--- src/tpg_pkg.sv ---
// Behaviour
// - Enable bit 0 starts pattern output; clearing it stops output.
// - While enabled, only enable and error-inject registers accept writes.
// - First valid beat appears in the fourth cycle after enable sets.
// - On disable, final beat appears in the second cycle after, then output stops.
// - Select bit 0: 7-stage PN taps 7,6; bit 1: 15-stage taps 15,14.
// - Select bit 2: 23-stage PN taps 23,18; bit 3: 31-stage taps 31,28.
// - Select bit 4 outputs alternating zero-one pattern over the beat.
// - Select bit 5 outputs five ones/five zeros, or four/four for 8-bit.
// - Inject bit inserts one bit error; while enabled it clears itself next cycle.
// - Error inverts LSB of beat emitted four cycles after inject set.
// - Disabling within two cycles of inject may lose the corrupted beat.
// - Preamble enabled at start sends character count times, then pattern.
// - Preamble repeat count is 8-bit field at bits 15:8.
// - Preamble character bits 31:0 come from the low register.
// - Character bits 39:32 from high register 7:0; ignored for width 32.
// - Repeat count resets to 0, max 255; configured only while disabled.
// - Inject set before start puts the error in the first output beat.
`default_nettype none
package tpg_pkg;
    localparam logic [2:0] ADDR_ENABLE = 3'h0;
    localparam logic [2:0] ADDR_PATTERN = 3'h1;
    localparam logic [2:0] ADDR_INJECT = 3'h2;
    localparam logic [2:0] ADDR_PREAMBLE_CTRL = 3'h3;
    localparam logic [2:0] ADDR_CHAR_LOW = 3'h4;
    localparam logic [2:0] ADDR_CHAR_HIGH = 3'h5;
    localparam int BIT_ENABLE = 0;
    localparam int BIT_INJECT = 0;
    localparam int BIT_PREAMBLE_ON = 0;
    localparam int COUNT_LSB = 8;
    localparam int COUNT_W = 8;
    localparam int SEL_W = 6;
    localparam int SEL_PN7 = 0;
    localparam int SEL_PN15 = 1;
    localparam int SEL_PN23 = 2;
    localparam int SEL_PN31 = 3;
    localparam int SEL_HIGH_TOGGLE = 4;
    localparam int SEL_LOW_TOGGLE = 5;
    localparam int START_DELAY = 1;
    localparam int INJECT_DELAY = 1;
    localparam logic [30:0] PN_SEED = 31'h7FFFFFFF;

    typedef struct packed {
        logic write;
        logic read;
        logic [2:0] address;
        logic [31:0] write_data;
    } tpg_reg_req_t;

    typedef enum logic [2:0] {
        ST_IDLE = 3'b001,
        ST_PREAMBLE = 3'b010,
        ST_PATTERN = 3'b100
    } tpg_state_t;
endpackage
`default_nettype wire

--- src/tpg_fifo.sv ---
`default_nettype none
module tpg_fifo #(
    parameter int WIDTH = 40,
    parameter int DEPTH = 16
) (
    // Clock and reset
    input wire logic clk_i,
    input wire logic rst_b_i,
    // Fill side
    input wire logic in_valid_i,
    output logic in_ready_o,
    input wire logic [WIDTH-1:0] in_data_i,
    // Drain side
    output logic out_valid_o,
    input wire logic out_ready_i,
    output logic [WIDTH-1:0] out_data_o
);
    localparam int AW = $clog2(DEPTH);
    logic [WIDTH-1:0] mem [DEPTH];
    logic [AW:0] wr_ptr_reg;
    logic [AW:0] rd_ptr_reg;
    logic push;
    logic pop;

    assign out_valid_o = wr_ptr_reg != rd_ptr_reg;
    assign in_ready_o = (wr_ptr_reg - rd_ptr_reg) != (AW+1)'(DEPTH);
    assign push = in_valid_i && in_ready_o;
    assign pop = out_valid_o && out_ready_i;
    assign out_data_o = mem[rd_ptr_reg[AW-1:0]];

    always_ff @(posedge clk_i) begin
        if (push) begin
            mem[wr_ptr_reg[AW-1:0]] <= in_data_i;
        end
    end

    always_ff @(posedge clk_i or negedge rst_b_i) begin
        if (!rst_b_i) begin
            wr_ptr_reg <= '0;
            rd_ptr_reg <= '0;
        end else begin
            wr_ptr_reg <= wr_ptr_reg + (AW+1)'(push);
            rd_ptr_reg <= rd_ptr_reg + (AW+1)'(pop);
        end
    end
endmodule
`default_nettype wire

--- src/tpg_top.sv ---
`default_nettype none
module tpg_top #(
    parameter int DATA_W = 40,
    parameter int FIFO_DEPTH = 16
) (
    // Clock and reset
    input wire logic clk_i,
    input wire logic rst_b_i,
    // Register port
    input wire tpg_pkg::tpg_reg_req_t reg_req_i,
    output logic [31:0] reg_read_data_o,
    // Stream source
    output logic src_valid_o,
    input wire logic src_ready_i,
    output logic [DATA_W-1:0] src_data_o
);
    localparam int SYM_W = (DATA_W % 10 == 0) ? 10 : 8;

    typedef struct packed {
        logic enable;
        logic [tpg_pkg::SEL_W-1:0] select;
        logic inject;
        logic preamble_on;
        logic [tpg_pkg::COUNT_W-1:0] count;
        logic [39:0] pre_char;
        tpg_pkg::tpg_state_t state;
        logic [1:0] start_cnt;
        logic [tpg_pkg::COUNT_W-1:0] pre_left;
        logic [30:0] pn;
        logic [3:0] inj_pipe;
        logic pend_err;
        logic [DATA_W-1:0] beat;
        logic beat_valid;
        logic [31:0] rdata;
    } tpg_state_all_t;

    tpg_state_all_t s_reg;
    tpg_state_all_t s_next;
    logic fifo_ready;

    // One parallel step of a two-tap sequence: new bit = s[a-1] ^ s[b-1]
    function automatic logic [30:0] pn_step(input logic [30:0] s, input int len,
                                            input int ta, input int tb);
        logic [30:0] r;
        logic fb;
        r = s;
        for (int i = 0; i < DATA_W; i++) begin
            fb = r[ta-1] ^ r[tb-1];
            r = {r[29:0], fb};
            r = r & ((31'h1 << len) - 31'h1);
        end
        return r;
    endfunction

    function automatic logic [DATA_W-1:0] pn_bits(input logic [30:0] s, input int len,
                                                  input int ta, input int tb);
        logic [30:0] r;
        logic [DATA_W-1:0] d;
        r = s;
        d = '0;
        for (int i = DATA_W - 1; i >= 0; i--) begin
            d[i] = r[ta-1] ^ r[tb-1];
            r = {r[29:0], d[i]} & ((31'h1 << len) - 31'h1);
        end
        return d;
    endfunction

    function automatic logic [DATA_W-1:0] low_toggle();
        logic [DATA_W-1:0] d;
        for (int i = 0; i < DATA_W; i++) begin
            d[i] = ((i % SYM_W) >= SYM_W / 2);
        end
        return d;
    endfunction

    function automatic logic [DATA_W-1:0] high_toggle();
        logic [DATA_W-1:0] d;
        for (int i = 0; i < DATA_W; i++) begin
            d[i] = i[0];
        end
        return d;
    endfunction

    always_comb begin
        logic adv;
        logic [DATA_W-1:0] d;
        logic [30:0] pn_seed;
        adv = 1'b0;
        d = '0;
        pn_seed = tpg_pkg::PN_SEED;
        s_next = s_reg;
        // Register writes
        if (reg_req_i.write) begin
            case (reg_req_i.address)
                tpg_pkg::ADDR_ENABLE: begin
                    s_next.enable = reg_req_i.write_data[tpg_pkg::BIT_ENABLE];
                end
                tpg_pkg::ADDR_INJECT: begin
                    s_next.inject = reg_req_i.write_data[tpg_pkg::BIT_INJECT];
                end
                default: begin
                    if (!s_reg.enable) begin
                        case (reg_req_i.address)
                            tpg_pkg::ADDR_PATTERN: begin
                                s_next.select = reg_req_i.write_data[tpg_pkg::SEL_W-1:0];
                            end
                            tpg_pkg::ADDR_PREAMBLE_CTRL: begin
                                s_next.preamble_on =
                                    reg_req_i.write_data[tpg_pkg::BIT_PREAMBLE_ON];
                                s_next.count = reg_req_i.write_data[tpg_pkg::COUNT_LSB +:
                                    tpg_pkg::COUNT_W];
                            end
                            tpg_pkg::ADDR_CHAR_LOW: begin
                                s_next.pre_char[31:0] = reg_req_i.write_data;
                            end
                            tpg_pkg::ADDR_CHAR_HIGH: begin
                                s_next.pre_char[39:32] = reg_req_i.write_data[7:0];
                            end
                            default: begin
                            end
                        endcase
                    end
                end
            endcase
        end
        // Read mux
        case (reg_req_i.address)
            tpg_pkg::ADDR_ENABLE: s_next.rdata = {31'h0, s_reg.enable};
            tpg_pkg::ADDR_PATTERN: s_next.rdata = {26'h0, s_reg.select};
            tpg_pkg::ADDR_INJECT: s_next.rdata = {31'h0, s_reg.inject};
            tpg_pkg::ADDR_PREAMBLE_CTRL: s_next.rdata = {16'h0, s_reg.count, 7'h0,
                                                         s_reg.preamble_on};
            tpg_pkg::ADDR_CHAR_LOW: s_next.rdata = s_reg.pre_char[31:0];
            tpg_pkg::ADDR_CHAR_HIGH: s_next.rdata = {24'h0, s_reg.pre_char[39:32]};
            default: s_next.rdata = 32'h0;
        endcase
        // Error inject pipeline: stage INJECT_DELAY-1 (stage 0) sets pend_err two cycles after the bit sets
        s_next.inj_pipe = {s_reg.inj_pipe[2:0], 1'b0};
        if (s_reg.inject && s_reg.enable && s_reg.state != tpg_pkg::ST_IDLE) begin
            s_next.inj_pipe[0] = 1'b1;
            s_next.inject = 1'b0;
        end
        if (s_reg.inj_pipe[tpg_pkg::INJECT_DELAY - 1]) begin
            s_next.pend_err = 1'b1;
        end
        // Beat leaves the output stage into the FIFO
        if (s_reg.beat_valid && fifo_ready) begin
            s_next.beat_valid = 1'b0;
        end
        adv = !s_next.beat_valid;
        case (s_reg.state)
            tpg_pkg::ST_IDLE: begin
                s_next.pn = pn_seed;
                if (s_reg.enable) begin
                    s_next.start_cnt = s_reg.start_cnt + 2'h1;
                    if (s_reg.start_cnt == 2'(tpg_pkg::START_DELAY - 1)) begin
                        s_next.start_cnt = 2'h0;
                        s_next.pre_left = s_reg.count;
                        s_next.state = (s_reg.preamble_on && s_reg.count != 8'h0) ?
                            tpg_pkg::ST_PREAMBLE : tpg_pkg::ST_PATTERN;
                        if (s_reg.inject) begin
                            s_next.pend_err = 1'b1;
                            s_next.inject = 1'b0;
                        end
                    end
                end else begin
                    s_next.start_cnt = 2'h0;
                end
            end
            tpg_pkg::ST_PREAMBLE: begin
                if (!s_reg.enable) begin
                    s_next.state = tpg_pkg::ST_IDLE;
                end else if (adv) begin
                    d = s_reg.pre_char[DATA_W > 40 ? 39 : DATA_W - 1:0];
                    s_next.pre_left = s_reg.pre_left - 8'h1;
                    if (s_reg.pre_left == 8'h1) begin
                        s_next.state = tpg_pkg::ST_PATTERN;
                    end
                end
            end
            tpg_pkg::ST_PATTERN: begin
                if (!s_reg.enable) begin
                    s_next.state = tpg_pkg::ST_IDLE;
                end else if (adv) begin
                    case (1'b1)
                        s_reg.select[tpg_pkg::SEL_PN7]: begin
                            d = pn_bits(s_reg.pn, 7, 7, 6);
                            s_next.pn = pn_step(s_reg.pn, 7, 7, 6);
                        end
                        s_reg.select[tpg_pkg::SEL_PN15]: begin
                            d = pn_bits(s_reg.pn, 15, 15, 14);
                            s_next.pn = pn_step(s_reg.pn, 15, 15, 14);
                        end
                        s_reg.select[tpg_pkg::SEL_PN23]: begin
                            d = pn_bits(s_reg.pn, 23, 23, 18);
                            s_next.pn = pn_step(s_reg.pn, 23, 23, 18);
                        end
                        s_reg.select[tpg_pkg::SEL_PN31]: begin
                            d = pn_bits(s_reg.pn, 31, 31, 28);
                            s_next.pn = pn_step(s_reg.pn, 31, 31, 28);
                        end
                        s_reg.select[tpg_pkg::SEL_HIGH_TOGGLE]: d = high_toggle();
                        s_reg.select[tpg_pkg::SEL_LOW_TOGGLE]: d = low_toggle();
                        default: d = high_toggle();
                    endcase
                end
            end
            default: s_next.state = tpg_pkg::ST_IDLE;
        endcase
        // Load a new beat; lost error if stopped early
        if (adv && s_reg.enable && s_reg.state != tpg_pkg::ST_IDLE) begin
            s_next.beat = d;
            s_next.beat[0] = d[0] ^ s_next.pend_err;
            s_next.beat_valid = 1'b1;
            s_next.pend_err = 1'b0;
        end
        if (!s_reg.enable && s_reg.state == tpg_pkg::ST_IDLE) begin
            s_next.pend_err = 1'b0;
        end
    end

    always_ff @(posedge clk_i or negedge rst_b_i) begin
        if (!rst_b_i) begin
            s_reg <= '0;
            s_reg.state <= tpg_pkg::ST_IDLE;
            s_reg.select <= 6'h01;
            s_reg.pn <= tpg_pkg::PN_SEED;
        end else begin
            s_reg <= s_next;
        end
    end

    assign reg_read_data_o = s_reg.rdata;

    tpg_fifo #(
        .WIDTH(DATA_W),
        .DEPTH(FIFO_DEPTH)
    ) u_fifo (
        .clk_i(clk_i),
        .rst_b_i(rst_b_i),
        .in_valid_i(s_reg.beat_valid),
        .in_ready_o(fifo_ready),
        .in_data_i(s_reg.beat),
        .out_valid_o(src_valid_o),
        .out_ready_i(src_ready_i),
        .out_data_o(src_data_o)
    );
endmodule
`default_nettype wire

--- config.mk ---
export PLATFORM = sky130hd
export DESIGN_NAME = tpg_top
export DESIGN_NICKNAME = d
export VERILOG_FILES = /design/src/tpg_pkg.sv /design/src/tpg_fifo.sv /design/src/tpg_top.sv
export SDC_FILE = /design/constraint.sdc
export NUM_CORES = 1
export LEC_CHECK = 0
export ABC_AREA = 1
export BUFFER_PORTS_ARGS = -buffer_cell sky130_fd_sc_hd__buf_2
export CAP_MARGIN = 20
export CORE_ASPECT_RATIO = 1.75
export CORE_MARGIN = 2
export CORE_UTILIZATION = 35
export DETAILED_ROUTE_END_ITERATION = 10
export PLACE_DENSITY = 0.55
export SLEW_MARGIN = 20
export SYNTH_ARGS = -nofsm -noshare
export SYNTH_HDL_FRONTEND = slang
export SYNTH_HIERARCHICAL = 1
export SYNTH_SLANG_ARGS = --single-unit
--- constraint.sdc ---
create_clock -name clk_i -period 6.63 [get_ports clk_i]
set_input_delay 0 -clock clk_i [delete_from_list [all_inputs] [get_ports clk_i]]
set_output_delay 0 -clock clk_i [all_outputs]
set_load 0.01 [all_outputs]
# Yosys cells after proc, flatten, opt, wreduce, memory -nomap -nowiden
# Memories as Yosys holds them, arrays and structs flattened.
# Index checks and enable logic that the tools add are counted.
# Widths: inputs -> output; s select.
# totals
regBits	186
out_inout_bits	73
mem_bits_rw	640
input_bits	40
elab_cells	275
n_memories	1
# op_classes
n_reduce_logical	24
n_eq_ne	22
bitwise	150
n_mux	55
n_addsub	5
# memory_table
memory	words	word_bits	rd	rd_ports_with_merged_regs	write_ports	line	text
u_fifo.mem	16	40	1	0	1	tpg_fifo.sv:19	logic [WIDTH-1:0] mem [DEPTH];
# ops
operator	count
$mux 40	8
$pmux 32 s6	1
$mux 31	6
$xor 1x1->1	148
$mux 49	2
$pmux 40 s2	1
$mux 39	2
$pmux 31 s2	1
$mux 50	1
$mux 42	1
$mux 32	1
$mux 8	4
$reduce_and 4->1	5
$mux 3	6
$mux 1	16
$pmux 8 s2	1
$ne 2x2->1 const B	7
$mux 13	1
$add 5x1->5	2
$ne 5x5->1 const B	2
$reduce_and 5->1	2
$eq 3x2->1 const B	3
$eq 3x3->1 const B	3
$mux 9	1
other kinds (19)	31

# Depth between registers and ports, before layout
# logic_depth
word_depth	14
ltp_mapped	24
mapped_depth_nobuf	22

# By module
# Netlist, hierarchy kept.
# by_module_without_submodules
module	cells_each	n_inst	area_per_inst_um2
tpg_fifo	2041	1	25628.3
tpg_top	1391	1	10607.7

# Worst setup path before layout
# No wires, ideal clock.
# synth_path
path_type	reg2reg
startpoint	reg u_fifo.rd_ptr_reg[1]
endpoint	mem u_fifo.mem[11][0] (enable)
path_stages_with_launch	13
n_path_buf	3
required_ns	6.143
arrival_ns	4.499
setup_time_ns	0.487
setup_slack_ns	1.644
synth_period_minus_slack_ns	4.986
cell_sequence	dfrtp_1 -> buf_2 -> buf_1 -> inv_1 -> ha_1 -> nand2_1 -> nand2_1 -> nand2_1 -> nand3_1 -> nand2_1 -> nor2_2 -> buf_2 -> nor3_1
# synth_between
elab_chain_len	5
# synth_rtl
item	line	text
from (decl)	tpg_fifo.sv:21	logic [AW:0] rd_ptr_reg;
from (signal assigned)	tpg_fifo.sv:43	rd_ptr_reg <= rd_ptr_reg + (AW+1)'(pop);
$sub 5x5->5	tpg_fifo.sv:26	assign in_ready_o = (wr_ptr_reg - rd_ptr_reg) != (AW+1)'(DEPTH);
$ne 5x5->1	tpg_fifo.sv:26	
$logic_and 1x1->1	tpg_fifo.sv:27	assign push = in_valid_i && in_ready_o;
$mux 1	tpg_fifo.sv:32	if (push) begin
$mux 1 (implied by the code)	tpg_fifo.sv:33	mem[wr_ptr_reg[AW-1:0]] <= in_data_i;
to (decl)	tpg_fifo.sv:19	
# No other way between the ends.

# Worst setup path after layout
# layout_path
startpoint	reg u_fifo.rd_ptr_reg[2]
endpoint	reg s_reg[71] (netlist name)
# layout_between
elab_chain_len	7
elab_cells_between_ends	12
classes_between	add/sub: 1; eq/ne: 1; mux: 6; reduce/logical: 4
# layout_rtl
item	line	text
$sub 5x5->5 *	tpg_fifo.sv:26	
$ne 5x5->1 *	tpg_fifo.sv:26	
net fifo_ready	tpg_top.sv:39	logic fifo_ready;
$logic_and 1x1->1 *	tpg_top.sv:147	if (s_reg.beat_valid && fifo_ready) begin
$mux 1 *	tpg_top.sv:147	
$mux 40 (tied with other cells)	tpg_top.sv:184	end else if (adv) begin
$mux 40 (tied with other cells)	tpg_top.sv:182	if (!s_reg.enable) begin
$pmux 40 s2 or $logic_and 1x1->1 (tied branches)	tpg_top.sv:151, tpg_top.sv:211	
to (signal assigned)	tpg_top.sv:229	s_reg <= s_next;
to (decl)	tpg_top.sv:37	tpg_state_all_t s_reg;
# Mark *: on every way through the listed nets, which the timed path passes. The rest lies on a longest branch.
# A chain may end at the register's enable or synchronous reset.

==> out/results.tsv <==
metric	value	unit
wire length per cell	22.6	µm
unrepaired setup endpoints after global routing	no	
clk_lat worst skew	670	ps
top cell type's share of synthesized area	53.0	%
CTS Buffer Depth	3	
Reg power frac	39.7	%
hold buffer count at cts	51	
Cells after Synth	3432	
clock root buffer	clkbuf_16	
fillcell total	10000	
Final Cycle Share	72.2	%
vias	25700	
TritonCTS clock tree	done	
pin count of the biggest net entering global routing	237	
Via-to-Cell Ratio	5.25	
Sink Count	826	
Cell Area, Synth	36200	µm²
clk_skew	43.5	ps
Setup TNS Final	0	ps
relative slew slack	22.7	%
met2 routed WL	57300	µm
crit path DAT	5310	ps
Area growth, synth to finish	12.7	%
HP Class	in2reg	
vias in the first global route	25100	
I/O pins	113	
post_cts resized	0	
syn nets	3484	
final wirelength	111000	µm
Max Slew Vio Count	0	
Reg clk slew, reported paths	60	ps
Hold Vio Cnt, Final	0	
fin crit period	4790	ps
Seq cells post-synth	826	
PD cells	489	nW/µm²
height of the die	430	µm
WS Path Type	reg2reg	
final count of negative-setup-slack endpoints	0	
Hold Path Origin	reg_req_i[5]	
Net Sw Frac	42.8	%
area of the multi-input gates	10600	µm²
Static Leak	15.4	nW
die area	106000	µm²
CP Max Fanout	41	
first-pass GRT wire length	163000	µm
Worst-Margin Slew	1160	ps
fraction of registers with async set/reset	22.5	%
synth top area cells	edfxtp_1 (53%), dfrtp_1 (11%), nand2_1 (8.0%), o21ai_0 (3.7%), nor2_1 (3.6%)	
Post-synth EDFFs	640	
Crit. Startpoint	u_fifo/rd_ptr_reg[2]$_DFF_PN0_	
nets@finish	3542	
Worst setup EP type	flip-flop	
CP required	7150	ps
Routed Antenna Nets	0	
Net Switching	8.54	mW
FP Rows	156	
initial antenna violation count	1	
HPWL Detailed	66900	µm
H-tree levels	3	
total gr overflow	0	
Comb pwr share	38.3	%
total track usage	20.8	%
Distinct cells, synth	53	
clock network fraction of design power	22.0	%
routability-driven placement congestion ratio	1.02	
FF-to-FF Start	u_fifo/rd_ptr_reg[2]$_DFF_PN0_	
synthesized area per cell	10.6	µm²
maxcap violations	0	
Initial Util	35.2	%
Initial DRC Count	1871	
share of cells above drive strength 1	10.7	%
Pre-antenna DRT Iters	6	
FF/Latch Area	23900	µm²
met3 WL post-DR	4740	µm
# DRC	0	
setup bufs post-CTS	0	
CTS Buf Count	75	
P_int	11.4	mW
status	completed	
Chip Width	247	µm
post-synth top area cell	edfxtp_1	
met1 WL	41700	µm
most common cell after layout, fill and taps aside	nand2_1	
Buffers on Ports	111	
synth warn	6	
hold slack	113	ps
Largest register FFs	640	
Core ar.	103000	µm²
Achievable Freq	0.209	GHz
commonest non-fill, non-tap cells in the layout	nand2_1 (772), edfxtp_1 (640), nor2_1 (348)	
sequential area share after synthesis	66.0	%
Main synth FF type	edfxtp_1	
crit start category	flip-flop	
maximum resistive drop on vdd	0.439	mV
highest routing layer actually used	met4	
## stage by stage
stage / utilization, % / cells / area (µm²) / total power, mW / setup WS, ps
3_5_place_dp: 36.7 / 4704 / 37800 / 15.6 / 1830
5_1_grt: 39.6 / 4896 / 40800 / 21.1 / 1480
2_1_floorplan: - / 3432 / 36200 / 12.6 / 1640
6_report: 39.6 / 4898 / 40800 / 20.0 / 1840
4_1_cts: 39.6 / 4895 / 40800 / 20.0 / 1830
3_3_place_gp: 36.7 / 4704 / 37800 / 15.5 / 1830
## synth_stat cells (2+ instances only)
cell         n
nand2_4      5
o2111ai_1   11
a211oi_1     3
a32oi_1      2
xnor2_2      2
clkbuf_8     3
a22oi_1      8
a31oi_1     86
o21ai_1    192
dfrtp_1    153
nand3_1    169
nor3_1      23
nand2_2      7
buf_6        7
buf_4       43
o21ai_0    268
nor2_1     350
buf_2       67
edfxtp_1   640
or2_2        5
clkinv_1     7
a21oi_1    143
inv_2        9
ha_1        12
mux2_2       2
o221ai_1     6
o211ai_1    27
o41ai_1      2
xor2_2       2
nand3b_1     3
nand2_1    773
xor2_1      33
clkbuf_1   100
o22ai_1     10
xnor2_1     40
nor2_2       5
a221oi_1     4
nand4_1      6
buf_1       14
inv_1      145
dfstp_2     33
## layer usage
layer	GRT usage, %	vias up
li1	-	12000
met1	23.4	12700
met2	37.1	763
met3	2.71	287
met4	12.5	0
met5	0	-
## cell families (layout without fill, tap and decap cells)
family / after synthesis / after routing / synth area share, %
simple gates: 1349 / 1349 / 15.0
compound gates: 771 / 771 / 11.6
buf+inv: 395 / 516 / 5.00
mux: 2 / 2 / 0.0621
xor+xnor: 77 / 77 / 1.94
flops: 826 / 826 / 66.0
fa+ha+maj: 12 / 12 / 0.414
other cells: 0 / 2 / 0
## final timing paths
check	to	cells after the start	slack, ps
worst max register to register	s_reg[71]$_DFFE_PN0P_	18	1840
max in group asynchronous	reg_read_data_o[25]$_DFF_PN0_	4	5260
worst min register to register	u_fifo/rd_ptr_reg[4]$_DFF_PN0_	1	490
worst max-delay path	s_reg[71]$_DFFE_PN0P_	18	1840
min in group asynchronous	s_reg[95]$_DFFE_PN1P_	3	540
worst min-delay path	s_reg[159]$_DFFE_PN0P_	4	110
## critical path, cell delays in order (launching register included)
cell     delay (ps)
dfrtp_4         810
inv_1           240
ha_1            420
or2_2           320
nand3_1          80
nand2_1          60
nand2_1          70
nor2_2           90
buf_6           170
inv_1            60
nor2_1           40
buf_4           150
nor2_1          120
inv_1            90
nor2_2          700
inv_1           610
buf_4           380
a21oi_1         150
a21oi_1         100
## final cells by class
class                   instances  share of cell area, %
clock buffers                  91                   4.88
well taps                    1343                   4.11
inverters                     161                   1.50
diodes                          2                 0.0123
flip-flops and latches        826                   58.6
clock inverters                49                   1.16
repair buffers                215                   3.75
multi-input cells            2211                   26.0
## power groups by stage
stage          clock network (mW)  registers [mW]  logic, mW
5_1_grt                      4.68            8.02       8.41
2_1_floorplan                   0            7.29       5.26
6_report                     4.39            7.92       7.64
4_1_cts                      4.49            7.91       7.64
3_5_place_dp                    0            8.02       7.58
3_3_place_gp                    0            7.99       7.55
(Power assumes the default switching activity.)
